<file path="config.mk">
export PLATFORM = sky130hd
export DESIGN_NAME = ext_bus_ctrl
export DESIGN_NICKNAME = d
export VERILOG_FILES = /design/src/design/ebc_pkg.sv /design/src/design/decode_if.sv /design/src/design/strap_sync.sv /design/src/design/area_decoder.sv /design/src/design/ext_bus_ctrl.sv
export VERILOG_INCLUDE_DIRS = /design/src /design/src/design
export SDC_FILE = /design/constraint.sdc
export NUM_CORES = 1
export LEC_CHECK = 0
export BUFFER_PORTS_ARGS = -buffer_cell sky130_fd_sc_hd__buf_2
export CAP_MARGIN = 10
export CORE_ASPECT_RATIO = 1.25
export CORE_MARGIN = 2
export CORE_UTILIZATION = 49
export CTS_BUF_LIST = sky130_fd_sc_hd__clkbuf_16
export DETAILED_ROUTE_END_ITERATION = 10
export PLACE_DENSITY = 0.69
export SYNTH_ARGS = -nofsm -noshare
export SYNTH_HDL_FRONTEND = slang
export SYNTH_SLANG_ARGS = --single-unit
</file>
<file path="constraint.sdc">
create_clock -name i_clock -period 9.2 [get_ports i_clock]
set_input_delay 0.46 -clock i_clock [delete_from_list [all_inputs] [get_ports i_clock]]
set_output_delay 0.46 -clock i_clock [all_outputs]
set_load 0.01 [all_outputs]
</file>
<file path="src/design/ebc_defines.svh">
// Constants for the external bus area controller.
// Assumes a single 20 MHz clock and 24-bit internal addresses.
//
// Contract
// - After reset all areas are basic, three-state; width default follows mode.
// - Advanced, ROM off: area 0 fully external; ROM on: outside ROM only.
// - Area 0 may be burst ROM type; other advanced areas basic only.
// - Areas 0 to 6 are 128 kbytes or 2 Mbytes per unit select.
// - Expansion mode: areas 1 to 6 external; chip selects 1-3 follow areas 1-3.
// - Area 7 holds RAM and I/O, basic only; remainder external in expansion.
// - Area 7 is 15 Mbytes or 2 Mbytes per unit select.
// - RAM enable 1 routes RAM addresses on-chip; 0 makes them external.
// - Normal mode uses a 64-kbyte part of area 0, no partitioning.
// - Normal mode external space excludes ROM if enabled, RAM and I/O.
// - Advanced: chip selects 0-3 low during matching access; normal: only 0.
// - Chip selects drive only when direction set; ROM off: 0 output after reset.
// - ROM on: all chip select pins inputs after reset until software sets them; code keeps 0 an output until the straps are synchronised.
// - On-chip ROM and RAM accesses take one state, 16-bit path; code reads a longword in one state over 32 bits.
// - Peripheral register accesses take two states.
// - External accesses use two or three states; waits only for three-state.
// - 8-bit space uses upper lane; word is two bytes, longword four.
// - 16-bit space moves byte or word; longword is two words.
// - 16-bit byte access: even address upper lane, odd lower lane.
// - Reads assert the single read strobe whatever lanes are used.
// - Upper strobe qualifies upper lane, lower strobe lower; word writes both.
// - Unused lane is high impedance on byte writes, ignored on reads.
// - Unit select 0 gives 128-kbyte areas, 1 gives 2 Mbytes; resets to 1.
// - Lower write strobe stays high throughout 8-bit space accesses.
// - Three-state areas insert zero to three programmed waits per area.
`ifndef EBC_DEFINES_SVH
`define EBC_DEFINES_SVH

// Address map
`define ROM_LAST          24'h01FFFF
`define RAM_BASE          24'hFFB000
`define RAM_LAST          24'hFFEFFF
`define IO_BASE           24'hFFF000
`define N_ROM_LAST        16'hBFFF
`define N_RAM_BASE        16'hF000
`define N_RAM_LAST        16'hFEFF
`define N_IO_BASE         16'hFF00
`define AREA7_SMALL       7'h07

// Reset values
`define UNIT_SELECT_RST   1'b1
`define RAM_ENABLE_RST    1'b1
`define STATE_CTRL_RST    8'hFF
`define WAIT_CTRL_RST     16'hFFFF
`define WIDTH_RST_ROM_ON  8'hFF
`define WIDTH_RST_ROM_OFF 8'h00

// State counts
`define MEM_STATES        3'h1
`define IO_STATES         3'h2
`define EXT2_STATES       3'h2
`define EXT3_STATES       3'h3

`endif

</file>
<file path="src/design/ebc_pkg.sv">
// Types shared by the external bus area controller.
// Assumes ebc_defines.svh for all numeric constants.
package ebc_pkg;

  typedef enum logic [2:0] {
    ST_IDLE = 3'b001,
    ST_INT  = 3'b010,
    ST_EXT  = 3'b100
  } state_e;

  typedef enum logic [4:0] {
    SP_ROM  = 5'b00001,
    SP_RAM  = 5'b00010,
    SP_IO   = 5'b00100,
    SP_EXT  = 5'b01000,
    SP_NONE = 5'b10000
  } space_e;

  typedef enum logic [1:0] {
    SZ_BYTE = 2'b00,
    SZ_WORD = 2'b01,
    SZ_LONG = 2'b10
  } size_e;

  typedef struct packed {
    state_e      state;
    logic        area_unit_select;
    logic        onchip_ram_enable;
    logic        width_set;
    logic [7:0]  area_width_control;
    logic [7:0]  area_state_control;
    logic [15:0] wait_control;
    logic        burst_area0;
    logic        dir_set;
    logic [3:0]  cs_dir;
    logic [23:0] base;
    size_e       size;
    logic        write;
    logic [31:0] wdata;
    space_e      space;
    logic [2:0]  area;
    logic        wide;
    logic        three;
    logic [1:0]  offs;
    logic [2:0]  cnt;
    logic [2:0]  last;
    logic        use_hi;
    logic        use_lo;
    logic [31:0] rdata;
    logic [23:0] bus_addr;
    logic [15:0] dout;
    logic        oe_hi;
    logic        oe_lo;
    logic        rd_n;
    logic        hwr_n;
    logic        lwr_n;
    logic [3:0]  cs_n;
    logic        resp_valid;
    logic [31:0] resp_data;
  } ctrl_s;

  typedef struct packed {
    logic [2:0] f1;
    logic [2:0] f2;
    logic [2:0] f3;
    logic [2:0] out;
  } sync_s;

endpackage

</file>
<file path="src/design/decode_if.sv">
// Address decode request and result between controller and decoder.
// Assumes a combinational decoder on the same clock.
interface decode_if;
  logic               [23:0] addr;
  logic                      advanced;
  logic                      rom_enable;
  logic                      expansion;
  logic                      area_unit_select;
  logic                      onchip_ram_enable;
  logic               [2:0]  area;
  ebc_pkg::space_e           space;

  modport requester (
    output addr, advanced, rom_enable, expansion, area_unit_select, onchip_ram_enable,
    input  area, space
  );
  modport decoder (
    input  addr, advanced, rom_enable, expansion, area_unit_select, onchip_ram_enable,
    output area, space
  );
endinterface

</file>
<file path="src/design/strap_sync.sv">
// Three-stage synchroniser for the mode straps.
// Assumes straps are static pins; output follows once stages two and three agree.
module strap_sync (
  // Clock and reset
  input  wire logic       i_clock,
  input  wire logic       i_rst,
  // Pins
  input  wire logic [2:0] i_pins,
  // Synchronised levels
  output logic      [2:0] o_levels
);
  ebc_pkg::sync_s r_reg;
  ebc_pkg::sync_s r_next;

  always_comb begin
    r_next = r_reg;
    r_next.f1 = i_pins;
    r_next.f2 = r_reg.f1;
    r_next.f3 = r_reg.f2;
    if (r_reg.f2 == r_reg.f3) begin
      r_next.out = r_reg.f3;
    end
    if (i_rst) begin
      r_next = '0;
    end
  end

  always_ff @(posedge i_clock) begin
    r_reg <= r_next;
  end

  assign o_levels = r_reg.out;
endmodule

</file>
<file path="src/design/area_decoder.sv">
// Address to area and space decoder.
// Assumes a 24-bit advanced map and a 64-kbyte normal map.
`include "ebc_defines.svh"
module area_decoder (
  decode_if.decoder dec
);
  logic [23:0] a;
  logic [15:0] a16;
  logic        rom_hit;
  logic        ram_hit;
  logic        io_hit;

  always_comb begin
    a   = dec.addr;
    a16 = dec.addr[15:0];
    if (dec.advanced) begin
      rom_hit = dec.rom_enable && (a <= `ROM_LAST);
      ram_hit = dec.onchip_ram_enable && (a >= `RAM_BASE) && (a <= `RAM_LAST);
      io_hit  = a >= `IO_BASE;
      if (dec.area_unit_select) begin
        dec.area = a[23:21];
      end else if (a[23:17] < `AREA7_SMALL) begin
        dec.area = a[19:17];
      end else begin
        dec.area = 3'h7;
      end
    end else begin
      rom_hit  = dec.rom_enable && (a16 <= `N_ROM_LAST);
      ram_hit  = dec.onchip_ram_enable && (a16 >= `N_RAM_BASE) && (a16 <= `N_RAM_LAST);
      io_hit   = a16 >= `N_IO_BASE;
      dec.area = 3'h0;
    end
    if (io_hit) begin
      dec.space = ebc_pkg::SP_IO;
    end else if (ram_hit) begin
      dec.space = ebc_pkg::SP_RAM;
    end else if (rom_hit) begin
      dec.space = ebc_pkg::SP_ROM;
    end else if (dec.expansion) begin
      dec.space = ebc_pkg::SP_EXT;
    end else begin
      dec.space = ebc_pkg::SP_NONE;
    end
  end
endmodule

</file>
<file path="src/design/ext_bus_ctrl.sv">
// External bus area controller: area decode, state counts, lane alignment.
// Assumes one internal master with a valid/ready request and mode straps on pins.
`include "ebc_defines.svh"
module ext_bus_ctrl (
  // Clock and reset
  input  wire logic        i_clock,
  input  wire logic        i_rst,
  // Mode straps
  input  wire logic        i_advanced_mode,
  input  wire logic        i_rom_enable,
  input  wire logic        i_expansion_mode,
  // Configuration load
  input  wire logic        i_cfg_load,
  input  wire logic        i_area_unit_select,
  input  wire logic        i_onchip_ram_enable,
  input  wire logic [7:0]  i_area_width_control,
  input  wire logic [7:0]  i_area_state_control,
  input  wire logic [15:0] i_wait_control,
  input  wire logic        i_burst_rom_area0,
  input  wire logic [3:0]  i_cs_direction,
  // Internal master request
  input  wire logic        i_req_valid,
  input  wire logic [23:0] i_req_addr,
  input  wire logic        i_req_write,
  input  wire logic [1:0]  i_req_size,
  input  wire logic [31:0] i_req_wdata,
  output logic             o_req_ready,
  output logic             o_resp_valid,
  output logic      [31:0] o_resp_rdata,
  // On-chip memory and peripheral side
  output logic             o_int_access,
  output logic             o_int_io,
  input  wire logic [31:0] i_int_rdata,
  // External pins
  output logic      [23:0] o_addr,
  output logic      [15:0] o_data_out,
  output logic             o_data_oe_upper,
  output logic             o_data_oe_lower,
  input  wire logic [15:0] i_data_in,
  output logic             o_read_strobe_n,
  output logic             o_upper_write_strobe_n,
  output logic             o_lower_write_strobe_n,
  output logic      [3:0]  o_chip_select_n,
  output logic      [3:0]  o_chip_select_oe
);
  ebc_pkg::ctrl_s r_reg;
  ebc_pkg::ctrl_s r_next;
  logic [2:0]     straps;
  logic           adv;
  logic           rom_en;
  logic           expn;
  logic [7:0]     eff_width;
  logic [3:0]     eff_dir;
  logic           accept;
  decode_if       dec ();

  strap_sync u_sync (
    .i_clock  (i_clock),
    .i_rst    (i_rst),
    .i_pins   ({i_expansion_mode, i_rom_enable, i_advanced_mode}),
    .o_levels (straps)
  );

  area_decoder u_dec (
    .dec (dec.decoder)
  );

  // Synchronised strap levels
  assign adv    = straps[0];
  assign rom_en = straps[1];
  assign expn   = straps[2];

  assign dec.addr              = i_req_addr;
  assign dec.advanced          = adv;
  assign dec.rom_enable        = rom_en;
  assign dec.expansion         = expn;
  assign dec.area_unit_select  = r_reg.area_unit_select;
  assign dec.onchip_ram_enable = r_reg.onchip_ram_enable;

  // Mode dependent defaults until software loads configuration
  assign eff_width = r_reg.width_set ? r_reg.area_width_control :
                     (rom_en ? `WIDTH_RST_ROM_ON : `WIDTH_RST_ROM_OFF);
  assign eff_dir   = r_reg.dir_set ? r_reg.cs_dir : {3'h0, ~rom_en};

  function automatic logic [2:0] nbytes(ebc_pkg::size_e s);
    unique case (s)
      ebc_pkg::SZ_WORD: nbytes = 3'h2;
      ebc_pkg::SZ_LONG: nbytes = 3'h4;
      default:          nbytes = 3'h1;
    endcase
  endfunction

  // Active-low write strobe for one byte lane
  function automatic logic strobe_n(logic wr, logic lane, logic on);
    strobe_n = !(wr && lane && on);
  endfunction

  // Byte k of the request, most significant byte first
  function automatic logic [7:0] req_byte(logic [31:0] d, logic [2:0] n, logic [1:0] k);
    logic [1:0]  idx;
    logic [31:0] sh;
    idx      = 2'(n - 3'h1 - {1'b0, k});
    sh       = d >> {idx, 3'h0};
    req_byte = sh[7:0];
  endfunction

  // Launch one bus piece: address, lanes, strobes, state count
  function automatic ebc_pkg::ctrl_s start_piece(ebc_pkg::ctrl_s s, logic a);
    ebc_pkg::ctrl_s t;
    logic [23:0]    pa;
    logic [2:0]     nb;
    logic [7:0]     b0;
    logic [7:0]     b1;
    logic [1:0]     wt;
    logic           hi;
    logic           lo;
    t  = s;
    pa = s.base + {22'h0, s.offs};
    nb = nbytes(s.size);
    b0 = req_byte(s.wdata, nb, s.offs);
    b1 = req_byte(s.wdata, nb, 2'(s.offs + 2'h1));
    wt = s.wait_control[{s.area, 1'b0} +: 2];
    t.cnt      = 3'h0;
    t.bus_addr = a ? pa : {8'h00, pa[15:0]};
    t.oe_hi    = 1'b0;
    t.oe_lo    = 1'b0;
    t.rd_n     = 1'b1;
    t.hwr_n    = 1'b1;
    t.lwr_n    = 1'b1;
    t.cs_n     = 4'hF;
    t.use_hi   = 1'b0;
    t.use_lo   = 1'b0;
    if (s.space == ebc_pkg::SP_EXT) begin
      t.state = ebc_pkg::ST_EXT;
      if (s.offs != 2'h0) begin
        // Later pieces keep the first count, so a mid-access load waits
        t.last = s.last;
      end else if (s.three) begin
        t.last = 3'(`EXT3_STATES - 3'h1 + {1'b0, wt});
      end else begin
        t.last = `EXT2_STATES - 3'h1;
      end
      if (!s.wide) begin
        hi = 1'b1;
        lo = 1'b0;
      end else if (s.size == ebc_pkg::SZ_BYTE) begin
        hi = ~pa[0];
        lo = pa[0];
      end else begin
        hi = 1'b1;
        lo = 1'b1;
      end
      t.use_hi = hi;
      t.use_lo = lo;
      t.dout   = (hi && lo) ? {b0, b1} : {b0, b0};
      t.oe_hi  = s.write && hi;
      t.oe_lo  = s.write && lo;
      t.rd_n   = s.write;
      t.hwr_n  = strobe_n(s.write, hi, !s.three);
      t.lwr_n  = strobe_n(s.write, lo, !s.three);
      if (s.area < 3'h4 && (a || s.area == 3'h0)) begin
        t.cs_n[s.area[1:0]] = 1'b0;
      end
    end else begin
      t.state = ebc_pkg::ST_INT;
      if (s.space == ebc_pkg::SP_IO) begin
        t.last = `IO_STATES - 3'h1;
      end else begin
        t.last = `MEM_STATES - 3'h1;
      end
    end
    start_piece = t;
  endfunction

  // Requests are taken only in idle
  assign accept = (r_reg.state == ebc_pkg::ST_IDLE) && i_req_valid;

  always_comb begin
    logic [7:0]  lane;
    logic [31:0] rd;
    logic [2:0]  pb;
    logic [2:0]  nxt;
    lane = r_reg.use_hi ? i_data_in[15:8] : i_data_in[7:0];
    rd   = (r_reg.use_hi && r_reg.use_lo) ? {r_reg.rdata[15:0], i_data_in} :
                                             {r_reg.rdata[23:0], lane};
    pb   = (r_reg.use_hi && r_reg.use_lo) ? 3'h2 : 3'h1;
    nxt  = {1'b0, r_reg.offs} + pb;
    r_next = r_reg;
    r_next.resp_valid = 1'b0;

    // Configuration load, applies from the next request; a request taken in the same cycle already uses the new wait count
    if (i_cfg_load) begin
      r_next.area_unit_select   = i_area_unit_select;
      r_next.onchip_ram_enable  = i_onchip_ram_enable;
      r_next.area_width_control = i_area_width_control;
      r_next.area_state_control = i_area_state_control;
      r_next.wait_control       = i_wait_control;
      r_next.burst_area0        = i_burst_rom_area0;
      r_next.cs_dir             = i_cs_direction;
      r_next.width_set          = 1'b1;
      r_next.dir_set            = 1'b1;
    end

    // Access sequencer
    unique case (r_reg.state)
      ebc_pkg::ST_IDLE: begin
        if (accept) begin
          r_next.base  = i_req_addr;
          r_next.size  = ebc_pkg::size_e'(i_req_size);
          r_next.write = i_req_write;
          r_next.wdata = i_req_wdata;
          r_next.space = dec.space;
          r_next.area  = dec.area;
          // Burst ROM area 0 is always a 16-bit space
          r_next.wide  = !eff_width[dec.area] ||
                         (dec.area == 3'h0 && r_reg.burst_area0);
          r_next.three = r_reg.area_state_control[dec.area];
          r_next.offs  = 2'h0;
          r_next.rdata = 32'h0000_0000;
          r_next       = start_piece(r_next, adv);
        end
      end
      ebc_pkg::ST_INT: begin
        if (r_reg.cnt == r_reg.last) begin
          r_next.resp_valid = 1'b1;
          r_next.resp_data  = (r_reg.space == ebc_pkg::SP_NONE) ? 32'h0000_0000 :
                              i_int_rdata;
          r_next.state      = ebc_pkg::ST_IDLE;
        end else begin
          r_next.cnt = 3'(r_reg.cnt + 3'h1);
        end
      end
      ebc_pkg::ST_EXT: begin
        if (r_reg.cnt == r_reg.last) begin
          if (!r_reg.write) begin
            r_next.rdata = rd;
          end
          r_next.oe_hi = 1'b0;
          r_next.oe_lo = 1'b0;
          r_next.rd_n  = 1'b1;
          r_next.hwr_n = 1'b1;
          r_next.lwr_n = 1'b1;
          r_next.cs_n  = 4'hF;
          if (nxt == nbytes(r_reg.size)) begin
            r_next.resp_valid = 1'b1;
            r_next.resp_data  = r_reg.write ? 32'h0000_0000 : rd;
            r_next.state      = ebc_pkg::ST_IDLE;
          end else begin
            r_next.offs = nxt[1:0];
            r_next      = start_piece(r_next, adv);
          end
        end else begin
          r_next.cnt = 3'(r_reg.cnt + 3'h1);
          if (r_reg.three) begin
            r_next.hwr_n = strobe_n(r_reg.write, r_reg.use_hi, 1'b1);
            r_next.lwr_n = strobe_n(r_reg.write, r_reg.use_lo, 1'b1);
          end
        end
      end
    endcase

    // Synchronous reset overrides all
    if (i_rst) begin
      r_next                    = '0;
      r_next.state              = ebc_pkg::ST_IDLE;
      r_next.space              = ebc_pkg::SP_NONE;
      r_next.area_unit_select   = `UNIT_SELECT_RST;
      r_next.onchip_ram_enable  = `RAM_ENABLE_RST;
      r_next.area_state_control = `STATE_CTRL_RST;
      r_next.wait_control       = `WAIT_CTRL_RST;
      r_next.rd_n               = 1'b1;
      r_next.hwr_n              = 1'b1;
      r_next.lwr_n              = 1'b1;
      r_next.cs_n               = 4'hF;
    end
  end

  // State register
  always_ff @(posedge i_clock) begin
    r_reg <= r_next;
  end

  // Request handshake and answer
  assign o_req_ready            = r_reg.state == ebc_pkg::ST_IDLE;
  assign o_resp_valid           = r_reg.resp_valid;
  assign o_resp_rdata           = r_reg.resp_data;

  // On-chip access qualifiers
  assign o_int_access           = (r_reg.state == ebc_pkg::ST_INT) &&
                                  (r_reg.space != ebc_pkg::SP_NONE);
  assign o_int_io               = o_int_access && (r_reg.space == ebc_pkg::SP_IO);

  // External pins, all from flops except direction
  assign o_addr                 = r_reg.bus_addr;
  assign o_data_out             = r_reg.dout;
  assign o_data_oe_upper        = r_reg.oe_hi;
  assign o_data_oe_lower        = r_reg.oe_lo;
  assign o_read_strobe_n        = r_reg.rd_n;
  assign o_upper_write_strobe_n = r_reg.hwr_n;
  assign o_lower_write_strobe_n = r_reg.lwr_n;
  assign o_chip_select_n        = r_reg.cs_n;
  assign o_chip_select_oe       = eff_dir;
endmodule

</file>
Word-level counts from Yosys, hierarchy flattened

Cells that the tools add are included.
Widths: inputs -> output; s select.

Reductions and logical operators: 54
Mux-type cells: 96
Equality and inequality tests: 27
Add/sub/neg operators: 11
Magnitude comparators: 16
Bitwise operators: 7
Shift operators: 6

Operator list:

| kind                 | count |
|---|---|
| $mux 237             | 1 |
| $pmux 112 s2         | 1 |
| $pmux 86 s2          | 1 |
| $mux 32              | 4 |
| $shr 32x5->8         | 4 |
| $mux 115             | 1 |
| $pmux 33 s3          | 1 |
| $mux 91              | 1 |
| $mux 80              | 1 |
| $mux 33              | 2 |
| $mux 25              | 2 |
| $ge 24x24->1 const B | 2 |
| $mux 24              | 2 |
| $mux 3               | 16 |
| $mux 41              | 1 |
| $mux 8               | 5 |
| $mux 37              | 1 |
| $ge 16x16->1 const B | 2 |
| $le 16x16->1 const B | 2 |
| $shiftx 16x5->2      | 2 |
| $mux 1               | 31 |
| $logic_and 1x1->1    | 27 |
| $add 24x2->24        | 1 |
| $le 24x17->1 const B | 1 |
| 44 further kinds     | 105 |

Logic and storage cells: 255
Bits in registers: 249
Output and inout port bits: 89

Logic depth before layout (Yosys ltp)

Depth in word-level cells: 18
Gate-level depth with buffers: 16
Depth with buffers taken out: 14

Modules after synthesis

A second synthesis with hierarchy kept.

Cell total of the unflattened synthesis: 1459
Area total of the unflattened synthesis: 12979.9 sq um

Modules (own cells, without submodules):

| module       | area each (sq um) | cells an instance | times used |
|---|---|---|---|
| ext_bus_ctrl | 12331.8           | 1389              | 1 |
| strap_sync   | 426.7             | 40                | 1 |
| area_decoder | 221.5             | 30                | 1 |

Worst setup path after synthesis

Ideal clock, no wire load.

Path type: reg2reg
Start point: register r_reg[115] (netlist bit)
End point: register r_reg, in the netlist o_data_out[14]
Arrival time: 3815 ps
Path buffers: 4
Period minus slack after synthesis: 3885 ps
Setup slack: 5315 ps
Cell stages (with the launch flop): 17
Setup time: 70 ps
Data required time: 9130 ps
Path through: dfxtp_1 -> and2_1 -> inv_2 -> clkbuf_1 -> ha_1 -> inv_1 -> fa_1 -> clkbuf_1 -> xnor2_1 -> nor3_1 -> nor4_2 -> or2_2 -> buf_2 -> a21boi_1 -> buf_2 -> o21ai_0 -> a21oi_1

Word-level cells in the longest chain between the ends: 9
Elaborated cells between the ends (all ways): 12
Classes of those cells: add/sub: 2; eq/ne: 2; shift: 1; mux: 5; reduce/logical: 2

Ends and longest elaborated chain:

| what                     | RTL line            | text |
|---|---|---|
| start: declaration       | ext_bus_ctrl.sv:46  | `ebc_pkg::ctrl_s r_reg;` |
| start signal: assignment | ext_bus_ctrl.sv:280 | `r_reg <= r_next;` |
| $logic_and 1x1->1 *      | ext_bus_ctrl.sv:186 | `pb = (r_reg.use_hi && r_reg.use_lo) ? 3'h2 : 3'h1;` |
| $mux 2 *                 | ext_bus_ctrl.sv:186 |  |
| $add 2x2->3 *            | ext_bus_ctrl.sv:187 | `nxt = {1'b0, r_reg.offs} + pb;` |
| $sub 2x2->2              | ext_bus_ctrl.sv:102 | `idx = 2'(n - 3'h1 - {1'b0, k});` |
| $shr 32x5->8             | ext_bus_ctrl.sv:103 | `sh = d >> {idx, 3'h0};` |
| $mux 25                  | ext_bus_ctrl.sv:133 | `if (s.space == ebc_pkg::SP_EXT) begin` |
| $mux 91                  | ext_bus_ctrl.sv:244 | `if (nxt == nbytes(r_reg.size)) begin` |
| $mux 80                  | ext_bus_ctrl.sv:234 | `if (r_reg.cnt == r_reg.last) begin` |
| $pmux 86 s2              | ext_bus_ctrl.sv:205 | `unique case (r_reg.state)` |

Mark *: on every way between the ends. The rest lies on a longest branch, timed or not. The select of a mux whose other input is x is not followed.
A chain may end at the register's enable or synchronous reset.

Worst setup path after layout

Start point: register r_reg[115] (netlist bit)
End point: register r_reg, in the netlist o_data_out[10]

Same word-level chain as after synthesis.

==> impl_metrics.ini <==
[run_status]
outcome = finished clean

[placement]
place_congestion = 0.861
place_area_um2 = 13700
portBuffers = 241
place_hpwl_um = 25300

[sta]
max_slew_margin_pct = 18.3
max_freq_mhz = 197
fin_skew_ns = 0.0232
slew_violations = 0
rsz0062_at_grt = false
tightest_slew_ns = 1.22
hold_viol_final = 0
min_period_ns = 5.07
finalSetupTns_ns = 0
finalSetupViolations = 0
min_period_over_period_pct = 55.1

[detailed_routing]
via_per_inst = 5.85
wirelength_um = 35900
first_pass_iters = 5
num_vias = 11500
antenna_left = 0
wl_per_cell_um = 18.2
first_iter_violations = 859
drc = 0

[floorplanning]
pin_count = 242
rows = 66
start_util_pct = 49.7
die_w_um = 149
dieHeight_um = 186
core-area_um2 = 26000
dieArea_um2 = 27700

[logic_synthesis]
synth-seq-area-share_pct = 37.2
synth.ff_latch_count = 240
synth_cells = 1520
synth_nets = 1688
async_flop_share_pct = 0
mappedNetlistArea_um2 = 12900
ys_types = 73
synth_top_flop_cell = dfxtp_1
yosysWarningCount = 0
syn_area_per_cell_um2 = 8.51
synth_edf_count = 0

[critical_path]
critPathRequiredTime_ns = 9.66
regToRegStartpoint = r_reg[115]
critical_path_class = reg2reg
crit_fanout = 26
end_kind = flip-flop
worstRegToRegCells = 10
crit_slowest_cell = a21boi_1
arrival_ns = 5.53
crit_path_frequent_cell = ha_1
r2r_setup_slack_ns = 4.13
regToRegEndpoint = o_data_out[10]
start_kind = flip-flop
cp_cell_sequence = and2_1, inv_2, ha_1, ha_1, nor3_1, nor4_2, or2_2, a21boi_1, o21ai_0, a21oi_1
cp_slowest_stage_delay_ns = 0.79

[power_and_ir_drop]
total_leakage_power_uw = 0.00584
power.net_switching_uw = 700
share_comb_of_total_power_pct = 15.2
sw_frac_of_total_pct = 26.8
pwr_density_cell_nw_per_um2 = 180
worst_ir_drop_vdd_mv = 0.133
p_clk_share_pct = 41.4
seqPwrFrac_pct = 43.4
internal_power_uw = 1920

[cells_and_area]
layout.nets = 1779
fillers = 2407
seq_area_um2 = 4800
syn_to_final_growth_pct = 12.4
largest_reg_flops = 144
drive_above_1_share_pct = 21.4
fin_area_um2 = 14500
diodes = 0
layout_common_cells = dfxtp_1 (240), buf_2 (240), nand2_1 (207), nor2_1 (157), a21oi_1 (137)
multi_input_comb_area_um2 = 7030

[clocking]
cts.repair.resized = 0
clk_path_buf_depth = 3
clock-sinks = 240
post_cts_buffers = 0
clk_pin_slew_worst_paths_ns = 0.06
numCtsBuffers = 25
cts-root-buf = clkbuf_16
cts_hold_buf = 0
clk_latency_ns = 0.52
tritoncts = yes
htree_levels = 1

[global_routing]
grt_pass1_wl_um = 57100
grt.overflow.total = 0
antenna_found_initial = 0
grt_util_all_layers_pct = 25.4
grt_pass1_vias = 10900
grt_max_degree = 82

[worst_hold_path]
hold_start = i_advanced_mode
hold_class = in2reg
hold_path_end = u_sync.r_reg[9]
hold_depth = 2

[job]
max_cap_violations = 0
per-stage QoR:
| step | util (%) | worst slack, ns | hold WS [ns] | power (uW) | std cells |
|---|---|---|---|---|---|
| after floorplan | - | 5.31 | 0.414 | 1440 | 1520 |
| after global placement | 52.5 | 4.35 | 0.418 | 1540 | 1924 |
| after detailed placement | 52.5 | 4.15 | 0.426 | 1550 | 1924 |
| after CTS | 55.9 | 4.11 | 0.151 | 2640 | 1969 |
| after global routing | 55.9 | 3.62 | 0.162 | 2720 | 1969 |
| final | 55.9 | 4.13 | 0.158 | 2620 | 1969 |
layout make-up:
class | count | area share [%]
clock inverter | 20 | 1.70
sequential | 240 | 33.0
multi-input combinational | 1065 | 48.4
inverter | 25 | 0.645
timing repair buffer | 254 | 9.01
tap | 340 | 2.93
clock buffer | 25 | 4.30
power by group through the flow:
| stage | clock, uW | combinational, uW | sequential, uW |
|---|---|---|---|
| finish | 1080 | 397 | 1140 |
| detailed placement | 0 | 396 | 1160 |
| CTS | 1100 | 397 | 1130 |
| floorplan | 0 | 292 | 1140 |
| global placement | 0 | 387 | 1160 |
| global route | 1150 | 437 | 1140 |
worst max-delay path: cells and delay by family, from the launching register on:
family,cells,cell delay (ns)
simple gates,4,1.94
fa+ha+maj,2,1.14
compound gates,3,1.13
buf+inv,1,0.41
flops,1,0.38
routing by layer:
metal	global-route usage [%]	vias up	routed length [um]
met5	0	-	0
met4	8.27	0	1130
met3	3.06	68	2120
met2	43.6	398	17300
met1	33.2	5488	15300
li1	-	5563	-
how the worst max path moves through the flow:
stage	start	end	slack (ns)	cells after the start
finish	r_reg[115]	o_data_out[10]	4.13	10
CTS	r_reg[115]	o_data_out[9]	4.11	10
global placement	r_reg[115]	o_data_out[13]	4.35	10
detailed placement	r_reg[115]	o_data_out[12]	4.15	10
global route	r_reg[115]	o_data_out[14]	3.62	12
floorplan	r_reg[115]	o_data_out[14]	5.31	16
synthesized netlist by cell type, drive strengths merged, types with 6 or more instances:
master / number / area [um^2]
o211ai: 13 / 97.6
a222oi: 12 / 120
nor2b: 9 / 56.3
a211oi: 10 / 75.1
ha: 13 / 163
mux4: 33 / 747
and2: 10 / 62.6
a22oi: 21 / 158
mux2i: 112 / 1130
nand3: 53 / 265
nand4: 17 / 106
nor3: 40 / 200
o31ai: 11 / 82.6
a31oi: 6 / 43.8
nand2b: 8 / 50.1
and3: 10 / 62.6
nand2: 209 / 785
nor2: 157 / 589
xnor2: 21 / 184
dfxtp: 240 / 4800
o22ai: 12 / 75.1
buf: 90 / 647
a221oi: 37 / 324
o221ai: 10 / 93.8
o21ai: 29 / 145
a21oi: 137 / 686
nor4: 6 / 43.8
inv: 25 / 93.8
and4: 6 / 52.6
xor2: 10 / 87.6
clkbuf: 100 / 375
logic make-up (layout without fill, tap and decap cells):
kind of cell,count (synthesis),in the layout,synth area share [%]
adders and majority gates,15,15,1.57
muxes,146,146,14.6
buffers and inverters,215,324,8.63
and+or+nand+nor,542,542,18.6
DFF,240,240,37.2
AOI/OAI and AO/OA,329,329,16.9
xor gates and xnor gates,33,33,2.45
Power figures use the tool's default switching activity.
